===== config.mk =====
export PLATFORM = sky130hd
export DESIGN_NAME = sfa_spi_frame
export DESIGN_NICKNAME = d
export VERILOG_FILES = /design/src/rtl/sfa_spi_frame.v
export VERILOG_INCLUDE_DIRS = /design/src /design/src/rtl
export SDC_FILE = /design/constraint.sdc
export NUM_CORES = 2
export LEC_CHECK = 0
export ABC_AREA = 1
export BUFFER_PORTS_ARGS = -buffer_cell sky130_fd_sc_hd__buf_2
export CAP_MARGIN = 10
export CORE_ASPECT_RATIO = 1.1
export CORE_MARGIN = 3
export CORE_UTILIZATION = 55
export DETAILED_ROUTE_END_ITERATION = 16
export PLACE_DENSITY = 0.71
export SYNTH_ARGS = -nofsm -noshare
export SYNTH_HDL_FRONTEND = slang
export SYNTH_SLANG_ARGS = --single-unit

===== constraint.sdc =====
create_clock -name clk_in -period 13.6 [get_ports clk_in]
set_input_delay 0.68 -clock clk_in [delete_from_list [all_inputs] [get_ports clk_in]]
set_output_delay 0.68 -clock clk_in [all_outputs]
set_load 0.1 [all_outputs]

===== src/rtl/sfa_consts.vh =====
// Constants for the sensor serial frame block: frame layout, register map, CRC.
// Included by the frame block only; holds definitions only.
`ifndef SFA_CONSTS_VH
`define SFA_CONSTS_VH

// Frame layout
`define SFA_FRAME_BITS      6'h20
// Bit counter stops one past a full frame, so overlong frames never match
`define SFA_CNT_CAP         6'h21
`define SFA_BIT_RW          30
`define SFA_ADDR_HI         29
`define SFA_ADDR_LO         25
`define SFA_DATA_HI         21
`define SFA_DATA_LO         6
`define SFA_CRC_HI          4
`define SFA_CRC_LO          0
`define SFA_COV_HI          30
`define SFA_COV_LO          5

// CRC seed, all ones
`define SFA_CRC_SEED        5'h1f

// Primary register offsets
`define SFA_REG_WR_ADDR     5'h01
`define SFA_REG_WR_DHI      5'h02
`define SFA_REG_WR_DLO      5'h03
`define SFA_REG_WR_CMD      5'h04
`define SFA_REG_RD_ADDR     5'h05
`define SFA_REG_RD_CMD      5'h06
`define SFA_REG_RD_DHI      5'h07
`define SFA_REG_RD_DLO      5'h08
`define SFA_REG_ERROR       5'h0f

// Special previous-address codes in the response
`define SFA_PREV_BADCRC     5'h11
`define SFA_PREV_WRITE      5'h10

// Command/status fields of 0x4 and 0x6
`define SFA_CMD_GO          0
`define SFA_STS_BUSY        1
`define SFA_STS_DONE        2
`define SFA_STS_LOCKED      3

`endif


===== src/rtl/sfa_spi_frame.v =====
// SPI mode 3 frame engine with indirect extended-memory window.
// Assumes SPI pins are asynchronous to clk_in and slow enough (<=clk/8)
// to be sampled; extended memory is a small internal array here.
// Notes on behaviour
// - Mode 3 link, capture rising, launch falling.
// - Frame is exactly 32 clocks under select.
// - Request bit 30 one writes, zero reads.
// - Request bits 29..25 hold register address.
// - Write stores bits 21..6; reads ignore them.
// - Request low five bits are CRC of 30..5.
// - Response bit 31 is always one.
// - Response 30..26 echo previous read address; 0x10 after a write.
// - Response 25..23 is three-bit frame counter.
// - Response bit 22 is error summary, slew too.
// - Response bit 5 is second error summary.
// - Summary holds until reported and cause gone; here it clears only at a later write or bad-CRC frame.
// - Response data is register (angle after a write), CRC over 30..5.
// - CRC x5+x2+1, seeded all ones.
// - CRC over 26 bits, most significant first.
// - Bad CRC frames change no register.
// - Write extended via 0x1, 0x2, 0x3, 0x4.
// - Read extended via 0x5, 0x6, 0x7, 0x8.
// - Device performs indirect access, posts result.
// - Locked extended writes are suppressed.
// - After bad CRC, answer 0x11 and errors.
`timescale 1ns/1ps
`include "sfa_consts.vh"

module sfa_spi_frame #(
  parameter EXT_AW = 6
) (
  // Clock and reset
  input  wire        clk_in,
  input  wire        rst_n_in,
  // SPI pins
  input  wire        spi_sclk_in,
  input  wire        spi_cs_n_in,
  input  wire        spi_mosi_in,
  output reg         spi_miso_out,
  output reg         spi_miso_oe_out,
  // Device status
  input  wire [15:0] error_flags_in,
  input  wire [15:0] error_mask_in,
  input  wire        encoder_slew_limited_in,
  input  wire [15:0] angle_in,
  input  wire        eeprom_lock_in,
  // Frame events
  output reg         frame_ok_out,
  output reg         frame_bad_out
);

  localparam [2:0] ST_IDLE = 3'b001;
  localparam [2:0] ST_BUSY = 3'b010;
  localparam [2:0] ST_DONE = 3'b100;

  // CRC step, one bit most significant first
  function [4:0] crc_step;
    input [4:0] c;
    input       b;
    reg         fb;
    begin
      fb = c[4] ^ b;
      crc_step = {c[3], c[2], c[1] ^ fb, c[0], fb};
    end
  endfunction

  // CRC of the 26 covered bits
  function [4:0] crc26;
    input [25:0] d;
    integer      i;
    reg   [4:0]  c;
    begin
      c = `SFA_CRC_SEED;
      for (i = 25; i >= 0; i = i - 1)
        c = crc_step(c, d[i]);
      crc26 = c;
    end
  endfunction

  // Two-stage synchronisers; first stages read only by second stages
  reg [1:0] sclk_sync_reg;
  reg [1:0] cs_sync_reg;
  reg [1:0] mosi_sync_reg;
  reg       sclk_prev_reg;
  always @(posedge clk_in or negedge rst_n_in)
  begin
    if (!rst_n_in)
    begin
      sclk_sync_reg <= 2'h3;
      cs_sync_reg   <= 2'h3;
      mosi_sync_reg <= 2'h0;
      sclk_prev_reg <= 1'b1;
    end
    else
    begin
      sclk_sync_reg <= {sclk_sync_reg[0], spi_sclk_in};
      cs_sync_reg   <= {cs_sync_reg[0], spi_cs_n_in};
      mosi_sync_reg <= {mosi_sync_reg[0], spi_mosi_in};
      sclk_prev_reg <= sclk_sync_reg[1];
    end
  end

  wire cs_act   = ~cs_sync_reg[1];
  wire sclk_r   = sclk_sync_reg[1] & ~sclk_prev_reg;
  wire sclk_f   = ~sclk_sync_reg[1] & sclk_prev_reg;
  reg  cs_prev_reg;
  wire cs_rise  = cs_sync_reg[1] & ~cs_prev_reg;

  // Frame state
  reg [5:0]  bit_cnt_reg;
  reg [31:0] rx_reg;
  reg [31:0] tx_reg;
  reg [2:0]  fcnt_reg;
  reg [31:0] resp_reg;      // Last loaded response, resent after a cut frame
  reg        err_latch_reg;
  reg        err_shown_reg;

  // Primary registers
  reg [15:0] wr_addr_reg;
  reg [15:0] wr_dhi_reg;
  reg [15:0] wr_dlo_reg;
  reg [15:0] rd_addr_reg;
  reg [15:0] rd_dhi_reg;
  reg [15:0] rd_dlo_reg;
  reg [3:0]  wr_sts_reg;
  reg [3:0]  rd_sts_reg;
  reg [2:0]  ext_st_reg;
  reg        ext_is_wr_reg;
  reg [31:0] ext_mem [0:(1<<EXT_AW)-1];

  // Error summary from unmasked flags plus slew limiting
  wire err_now = (|(error_flags_in & ~error_mask_in)) | encoder_slew_limited_in;

  // Received request fields
  wire [4:0]  rq_addr = rx_reg[`SFA_ADDR_HI:`SFA_ADDR_LO];
  wire        rq_wr   = rx_reg[`SFA_BIT_RW];
  wire [15:0] rq_data = rx_reg[`SFA_DATA_HI:`SFA_DATA_LO];
  // Bit 31 is never looked at; bits 24..22 and 5 only enter the CRC
  wire        crc_ok  = crc26(rx_reg[`SFA_COV_HI:`SFA_COV_LO]) == rx_reg[`SFA_CRC_HI:`SFA_CRC_LO];

  // Register read mux
  reg [15:0] rd_val;
  always @*
  begin
    case (rq_addr)
      `SFA_REG_WR_ADDR: rd_val = wr_addr_reg;
      `SFA_REG_WR_DHI:  rd_val = wr_dhi_reg;
      `SFA_REG_WR_DLO:  rd_val = wr_dlo_reg;
      `SFA_REG_WR_CMD:  rd_val = {12'h000, wr_sts_reg};
      `SFA_REG_RD_ADDR: rd_val = rd_addr_reg;
      `SFA_REG_RD_CMD:  rd_val = {12'h000, rd_sts_reg};
      `SFA_REG_RD_DHI:  rd_val = rd_dhi_reg;
      `SFA_REG_RD_DLO:  rd_val = rd_dlo_reg;
      `SFA_REG_ERROR:   rd_val = error_flags_in;
      default:          rd_val = 16'h0000;
    endcase
  end

  // Next response word, built when a frame completes
  reg [4:0]  nx_prev;
  reg [15:0] nx_data;
  reg [25:0] nx_cov;
  always @*
  begin
    if (!crc_ok)
    begin
      nx_prev = `SFA_PREV_BADCRC;
      nx_data = error_flags_in;
    end
    else if (rq_wr)
    begin
      nx_prev = `SFA_PREV_WRITE;
      nx_data = angle_in;
    end
    else
    begin
      nx_prev = rq_addr;
      nx_data = rd_val;
    end
    nx_cov = {nx_prev, fcnt_reg + 3'h1, err_latch_reg | err_now, nx_data, err_latch_reg | err_now};
  end

  // Whole response word: start bit, covered bits, CRC
  wire [31:0] nx_word = {1'b1, nx_cov, crc26(nx_cov)};

  wire frame_end = cs_rise & (bit_cnt_reg == `SFA_FRAME_BITS);
  wire do_write  = frame_end & crc_ok & rq_wr;

  // Bit engine: capture on rising, launch on falling
  always @(posedge clk_in or negedge rst_n_in)
  begin
    if (!rst_n_in)
    begin
      cs_prev_reg     <= 1'b1;
      bit_cnt_reg     <= 6'h00;
      rx_reg          <= 32'h0000_0000;
      tx_reg          <= 32'h8000_0000;
      spi_miso_out    <= 1'b1;
      spi_miso_oe_out <= 1'b0;
      fcnt_reg        <= 3'h0;
      resp_reg        <= 32'h8000_0000;
      frame_ok_out    <= 1'b0;
      frame_bad_out   <= 1'b0;
    end
    else
    begin
      cs_prev_reg     <= cs_sync_reg[1];
      frame_ok_out    <= 1'b0;
      frame_bad_out   <= 1'b0;
      spi_miso_oe_out <= cs_act;
      if (cs_rise)
      begin
        bit_cnt_reg <= 6'h00;
        if (frame_end)
        begin
          fcnt_reg      <= fcnt_reg + 3'h1;
          frame_ok_out  <= crc_ok;
          frame_bad_out <= ~crc_ok;
          tx_reg        <= nx_word;
          resp_reg      <= nx_word;
        end
        else
        begin
          // A cut frame shifted part of the word out; put it back whole
          frame_bad_out <= 1'b1;
          tx_reg        <= resp_reg;
        end
      end
      else if (cs_act)
      begin
        if (sclk_r && bit_cnt_reg != `SFA_CNT_CAP)
        begin
          rx_reg      <= {rx_reg[30:0], mosi_sync_reg[1]};
          bit_cnt_reg <= bit_cnt_reg + 6'h01;
        end
        if (sclk_f)
        begin
          spi_miso_out <= tx_reg[31];
          tx_reg       <= {tx_reg[30:0], 1'b0};
        end
      end
      else
        spi_miso_out <= tx_reg[31]; // First bit ready before first falling edge
    end
  end

  // Error summary latch: holds until a read reports it, clears at a later write or bad-CRC frame with cause gone; set wins
  always @(posedge clk_in or negedge rst_n_in)
  begin
    if (!rst_n_in)
    begin
      err_latch_reg <= 1'b0;
      err_shown_reg <= 1'b0;
    end
    else if (err_now)
    begin
      err_latch_reg <= 1'b1;
      err_shown_reg <= 1'b0;
    end
    else if (frame_end & crc_ok & ~rq_wr & err_latch_reg)
      err_shown_reg <= 1'b1; // Queued into the next response
    else if (frame_end & err_shown_reg)
    begin
      err_latch_reg <= 1'b0;
      err_shown_reg <= 1'b0;
    end
  end

  // Primary register writes and indirect engine
  always @(posedge clk_in or negedge rst_n_in)
  begin
    if (!rst_n_in)
    begin
      wr_addr_reg   <= 16'h0000;
      wr_dhi_reg    <= 16'h0000;
      wr_dlo_reg    <= 16'h0000;
      rd_addr_reg   <= 16'h0000;
      rd_dhi_reg    <= 16'h0000;
      rd_dlo_reg    <= 16'h0000;
      wr_sts_reg    <= 4'h0;
      rd_sts_reg    <= 4'h0;
      ext_st_reg    <= ST_IDLE;
      ext_is_wr_reg <= 1'b0;
    end
    else
    begin
      if (do_write)
      begin
        case (rq_addr)
          `SFA_REG_WR_ADDR: wr_addr_reg <= rq_data;
          `SFA_REG_WR_DHI:  wr_dhi_reg  <= rq_data;
          `SFA_REG_WR_DLO:  wr_dlo_reg  <= rq_data;
          `SFA_REG_RD_ADDR: rd_addr_reg <= rq_data;
          default:          rd_addr_reg <= rd_addr_reg;
        endcase
      end
      // Commands start only from idle; a go bit while busy is dropped
      case (ext_st_reg)
        ST_IDLE:
        begin
          if (do_write && rq_addr == `SFA_REG_WR_CMD && rq_data[`SFA_CMD_GO])
          begin
            ext_is_wr_reg <= 1'b1;
            wr_sts_reg    <= 4'h0;
            wr_sts_reg[`SFA_STS_BUSY] <= 1'b1;
            ext_st_reg    <= ST_BUSY;
          end
          else if (do_write && rq_addr == `SFA_REG_RD_CMD && rq_data[`SFA_CMD_GO])
          begin
            ext_is_wr_reg <= 1'b0;
            rd_sts_reg    <= 4'h0;
            rd_sts_reg[`SFA_STS_BUSY] <= 1'b1;
            ext_st_reg    <= ST_BUSY;
          end
        end
        ST_BUSY:
        begin
          if (ext_is_wr_reg)
          begin
            if (eeprom_lock_in)
              wr_sts_reg[`SFA_STS_LOCKED] <= 1'b1;
            else
              ext_mem[wr_addr_reg[EXT_AW-1:0]] <= {wr_dhi_reg, wr_dlo_reg};
          end
          else
          begin
            rd_dhi_reg <= ext_mem[rd_addr_reg[EXT_AW-1:0]][31:16];
            rd_dlo_reg <= ext_mem[rd_addr_reg[EXT_AW-1:0]][15:0];
          end
          ext_st_reg <= ST_DONE;
        end
        ST_DONE:
        begin
          if (ext_is_wr_reg)
          begin
            wr_sts_reg[`SFA_STS_BUSY] <= 1'b0;
            wr_sts_reg[`SFA_STS_DONE] <= 1'b1;
          end
          else
          begin
            rd_sts_reg[`SFA_STS_BUSY] <= 1'b0;
            rd_sts_reg[`SFA_STS_DONE] <= 1'b1;
          end
          ext_st_reg <= ST_IDLE;
        end
        default: ext_st_reg <= ST_IDLE;
      endcase
    end
  end

endmodule // sfa_spi_frame


==> impl_metrics.csv <==
group,metric,value,unit
outcome,status,"finished, final reports clean",
logic_synthesis,yosysWarnings,0,
worst_setup_path,slowest_stage,"dfrtp_1",
cells_and_area,final_nets,7500,
logic_synthesis,syn_inst,7510,
clocking,cts_buffer_depth,3,
clocking,cts_resized,0,
worst_setup_path,critical_path_arrival,7.30,ns
cells_and_area,area_delta_synth_final,10.7,%
logic_synthesis,synth_area_leaders,"edfxtp_1 (67%), o21ai_0 (8.2%), nor2_1 (6.2%)",
power_and_ir_drop,p_leak,40.2,nW
worst_setup_path,worstPathRequired,14.33,ns
placed_design,dp_slack,7.01,ns
grt,globalRouteTotalUtil,30.3,%
route,drtPass1Iterations,6,
clocking,cts_tree,"yes",
grt,grt_pass1_vias,59551,
route,routed_wl,262000,microns
cells_and_area,drive_gt1_share,9.45,%
logic_synthesis,yosysSeqAreaShare,73.3,%
floorplan,die-area,171000,sq um
worst_setup_path,critPathKind,"reg -> reg",
logic_synthesis,syn-num-nets,7571,
sta,rsz0062_at_grt,"false",
sta,period_share,48.3,%
sta,post-route-min-period,6.57,ns
logic_synthesis,synth_area_leader_cell,"edfxtp_1",
route,num_vias,62516,
logic_synthesis,synthTopCellsByCount,"edfxtp_1 (2048), nor2_1 (1501), o21ai_0 (1495), o22ai_1 (662), nand2_1 (524)",
worst_setup_path,critical_path.max_stage_delay,0.95,ns
route,antenna_left,0,
clocking,cts_root_buf,"clkbuf_16",
worst_setup_path,cp-end-kind,"flop",
logic_synthesis,synth_top_area_share,67.2,%
floorplan,io_pins,59,
grt,grt_max_degree,214,
clocking,clkSinkCount,2271,
sta,max_slew.worst_pin.slew,1.25,ns
logic_synthesis,syn_area,91500,sq um
grt,antenna_found_initial,9,
hold_path,min_path_type,"in -> reg",
placed_design,hpwl,136000,microns
logic_synthesis,dominantRegCellSynth,"edfxtp_1",
sta,fmax,0.152,GHz
sta,finClkSkew,0.0333,ns
worst_setup_path,start_kind,"flop",
sta,setup-violations-final,0,
floorplan,coreArea,165000,sq um
logic_synthesis,synth-edff-count,2048,
route,drcViolationCount,0,
floorplan,start_util,55.5,%
power_and_ir_drop,peakVddDrop,0.122,mV
cells_and_area,multiInputGateArea,22200,sq um
floorplan,dieWidth,395,microns
cells_and_area,largest_reg_flops,2048,
logic_synthesis,avgSynthCellArea,12.2,sq um
route,drt-initial-drc-count,7984,
route,wl_per_cell,26.7,microns
power_and_ir_drop,powerDensity,135,nW/um^2
worst_setup_path,critPathBufInv,5,
placed_design,globalplace.congestion,0.889,
clocking,path_clk_slew,0.06,ns
floorplan,rows,156,
sta,worst_slack,7.03,ns
sta,final-max-slew-violation-count,0,
worst_setup_path,crit_fanout,37,
worst_setup_path,path_delay_family,"simple AND/OR/NAND/NOR gates",
logic_synthesis,synthDistinctLibCells,51,
sta,relSlewSlack,15.5,%
sta,hold_viol,0,
grt,gr-total-overflow,0,
grt,grt_first_pass_wirelength,385000,microns
sta,tns,0,ns
logic_synthesis,yosysMostFrequentCell,"edfxtp_1",
logic_synthesis,async_flop_share,9.82,%
logic_synthesis,ys_ff_latch,2271,
cells_and_area,seq_area,67100,sq um
floorplan,die_h,434,microns
cells_and_area,nFillCells,12503,
worst_setup_path,crit_top_cell,"nand2_1",
clocking,cts_max_level,4,
clocking,cts_buffers,214,
job,maxCapViolCount,0,
clocking,clock_latency,0.87,ns
placed_design,portBuffers,58,
route,vias_per_cell,6.36,
-- where the power goes --
group | switching (mW) | internal (mW)
clock | 2.54 | 3.18
combinational | 0.275 | 0.117
sequential | 0.0156 | 7.52
total | 2.83 | 10.8
-- worst reg2reg max path, delay by kind of cell, from the launching register on --
kind,cells,cell delay [ns]
xor gates and xnor gates,1,0.26
adders and majority gates,1,0.52
buffers and inverters,5,0.84
DFF,1,0.95
and+or+nand+nor,38,3.88
-- final timing paths --
path | from | to | slack [ns] | cells past startpoint
setup / recovery | rx_reg[30] | tx_reg[2] | 7.03 | 45
hold / removal | eeprom_lock_in | wr_sts_reg[3] | 0.16 | 2
setup reg to reg | rx_reg[30] | tx_reg[2] | 7.03 | 45
hold reg to reg | mosi_sync_reg[0] | mosi_sync_reg[1] | 0.35 | 0
max in group asynchronous | rst_n_in | rd_addr_reg[3] | 10.92 | 4
min in group asynchronous | rst_n_in | frame_bad_out | 0.38 | 2
-- timing repair --
action                                  CTS  global route
hold buffers                              4             0
endpoints found under the setup margin    0             0
buffers inserted                          0             0
hold endpoints to repair                 83             0
-- stage by stage --
step / utilization [%] / cell area (sq um) / cells / power, mW / hold WS, ns
final: 61.5 / 101000 / 9827 / 13.7 / 0.164
after CTS: 61.5 / 101000 / 9822 / 13.7 / 0.125
after global routing: 61.5 / 101000 / 9822 / 14.0 / 0.155
after detailed placement: 57.4 / 94600 / 9431 / 8.08 / 0.338
after global placement: 57.4 / 94600 / 9431 / 8.07 / 0.338
after floorplan: - / 91500 / 7510 / 7.97 / 0.331
-- cell type report --
type | count | share of cell area [%]
diodes | 5 | 0.0124
inverters | 209 | 0.802
multi-input cells | 4528 | 21.9
repair buffers | 215 | 1.64
clock buffers | 278 | 5.64
well taps | 2212 | 2.73
flip-flops and latches | 2271 | 66.3
clock inverters | 109 | 0.945
-- cell usage in the layout (no fill, tap or decap), types with 46 or more instances in the layout --
master | netlist | final
buf_2 | 5 | 57
buf_4 | 0 | 139
clkbuf_1 | 469 | 57
clkbuf_16 | 0 | 218
clkinv_1 | 0 | 49
dfrtp_1 | 213 | 175
edfxtp_1 | 2048 | 2048
inv_1 | 185 | 183
nand2_1 | 524 | 523
nand2_2 | 45 | 46
nand3_1 | 111 | 110
nor2_1 | 1501 | 1436
nor2_4 | 3 | 67
o21ai_0 | 1495 | 1495
o22ai_1 | 662 | 662
-- kinds of logic after synthesis --
kind of cell,after synthesis,share of synthesized area [%]
AND/OR/NAND/NOR,2232,9.72
flip-flops,2271,73.3
multiplexers,11,0.133
adder cells (fa/ha/maj),6,0.0821
buffers and inverters,711,2.94
XOR/XNOR,6,0.0780
AO/OA/AOI/OAI,2273,13.7
-- metal layers --
layer	routed length [microns]	track usage, %	vias up
met4	15900	16.8	4
met3	28700	6.32	816
met1	98000	40.6	30620
li1	-	-	27367
met2	120000	46.8	3709
met5	32	0	-
Note: power is estimated with default switching activity, not from simulation.
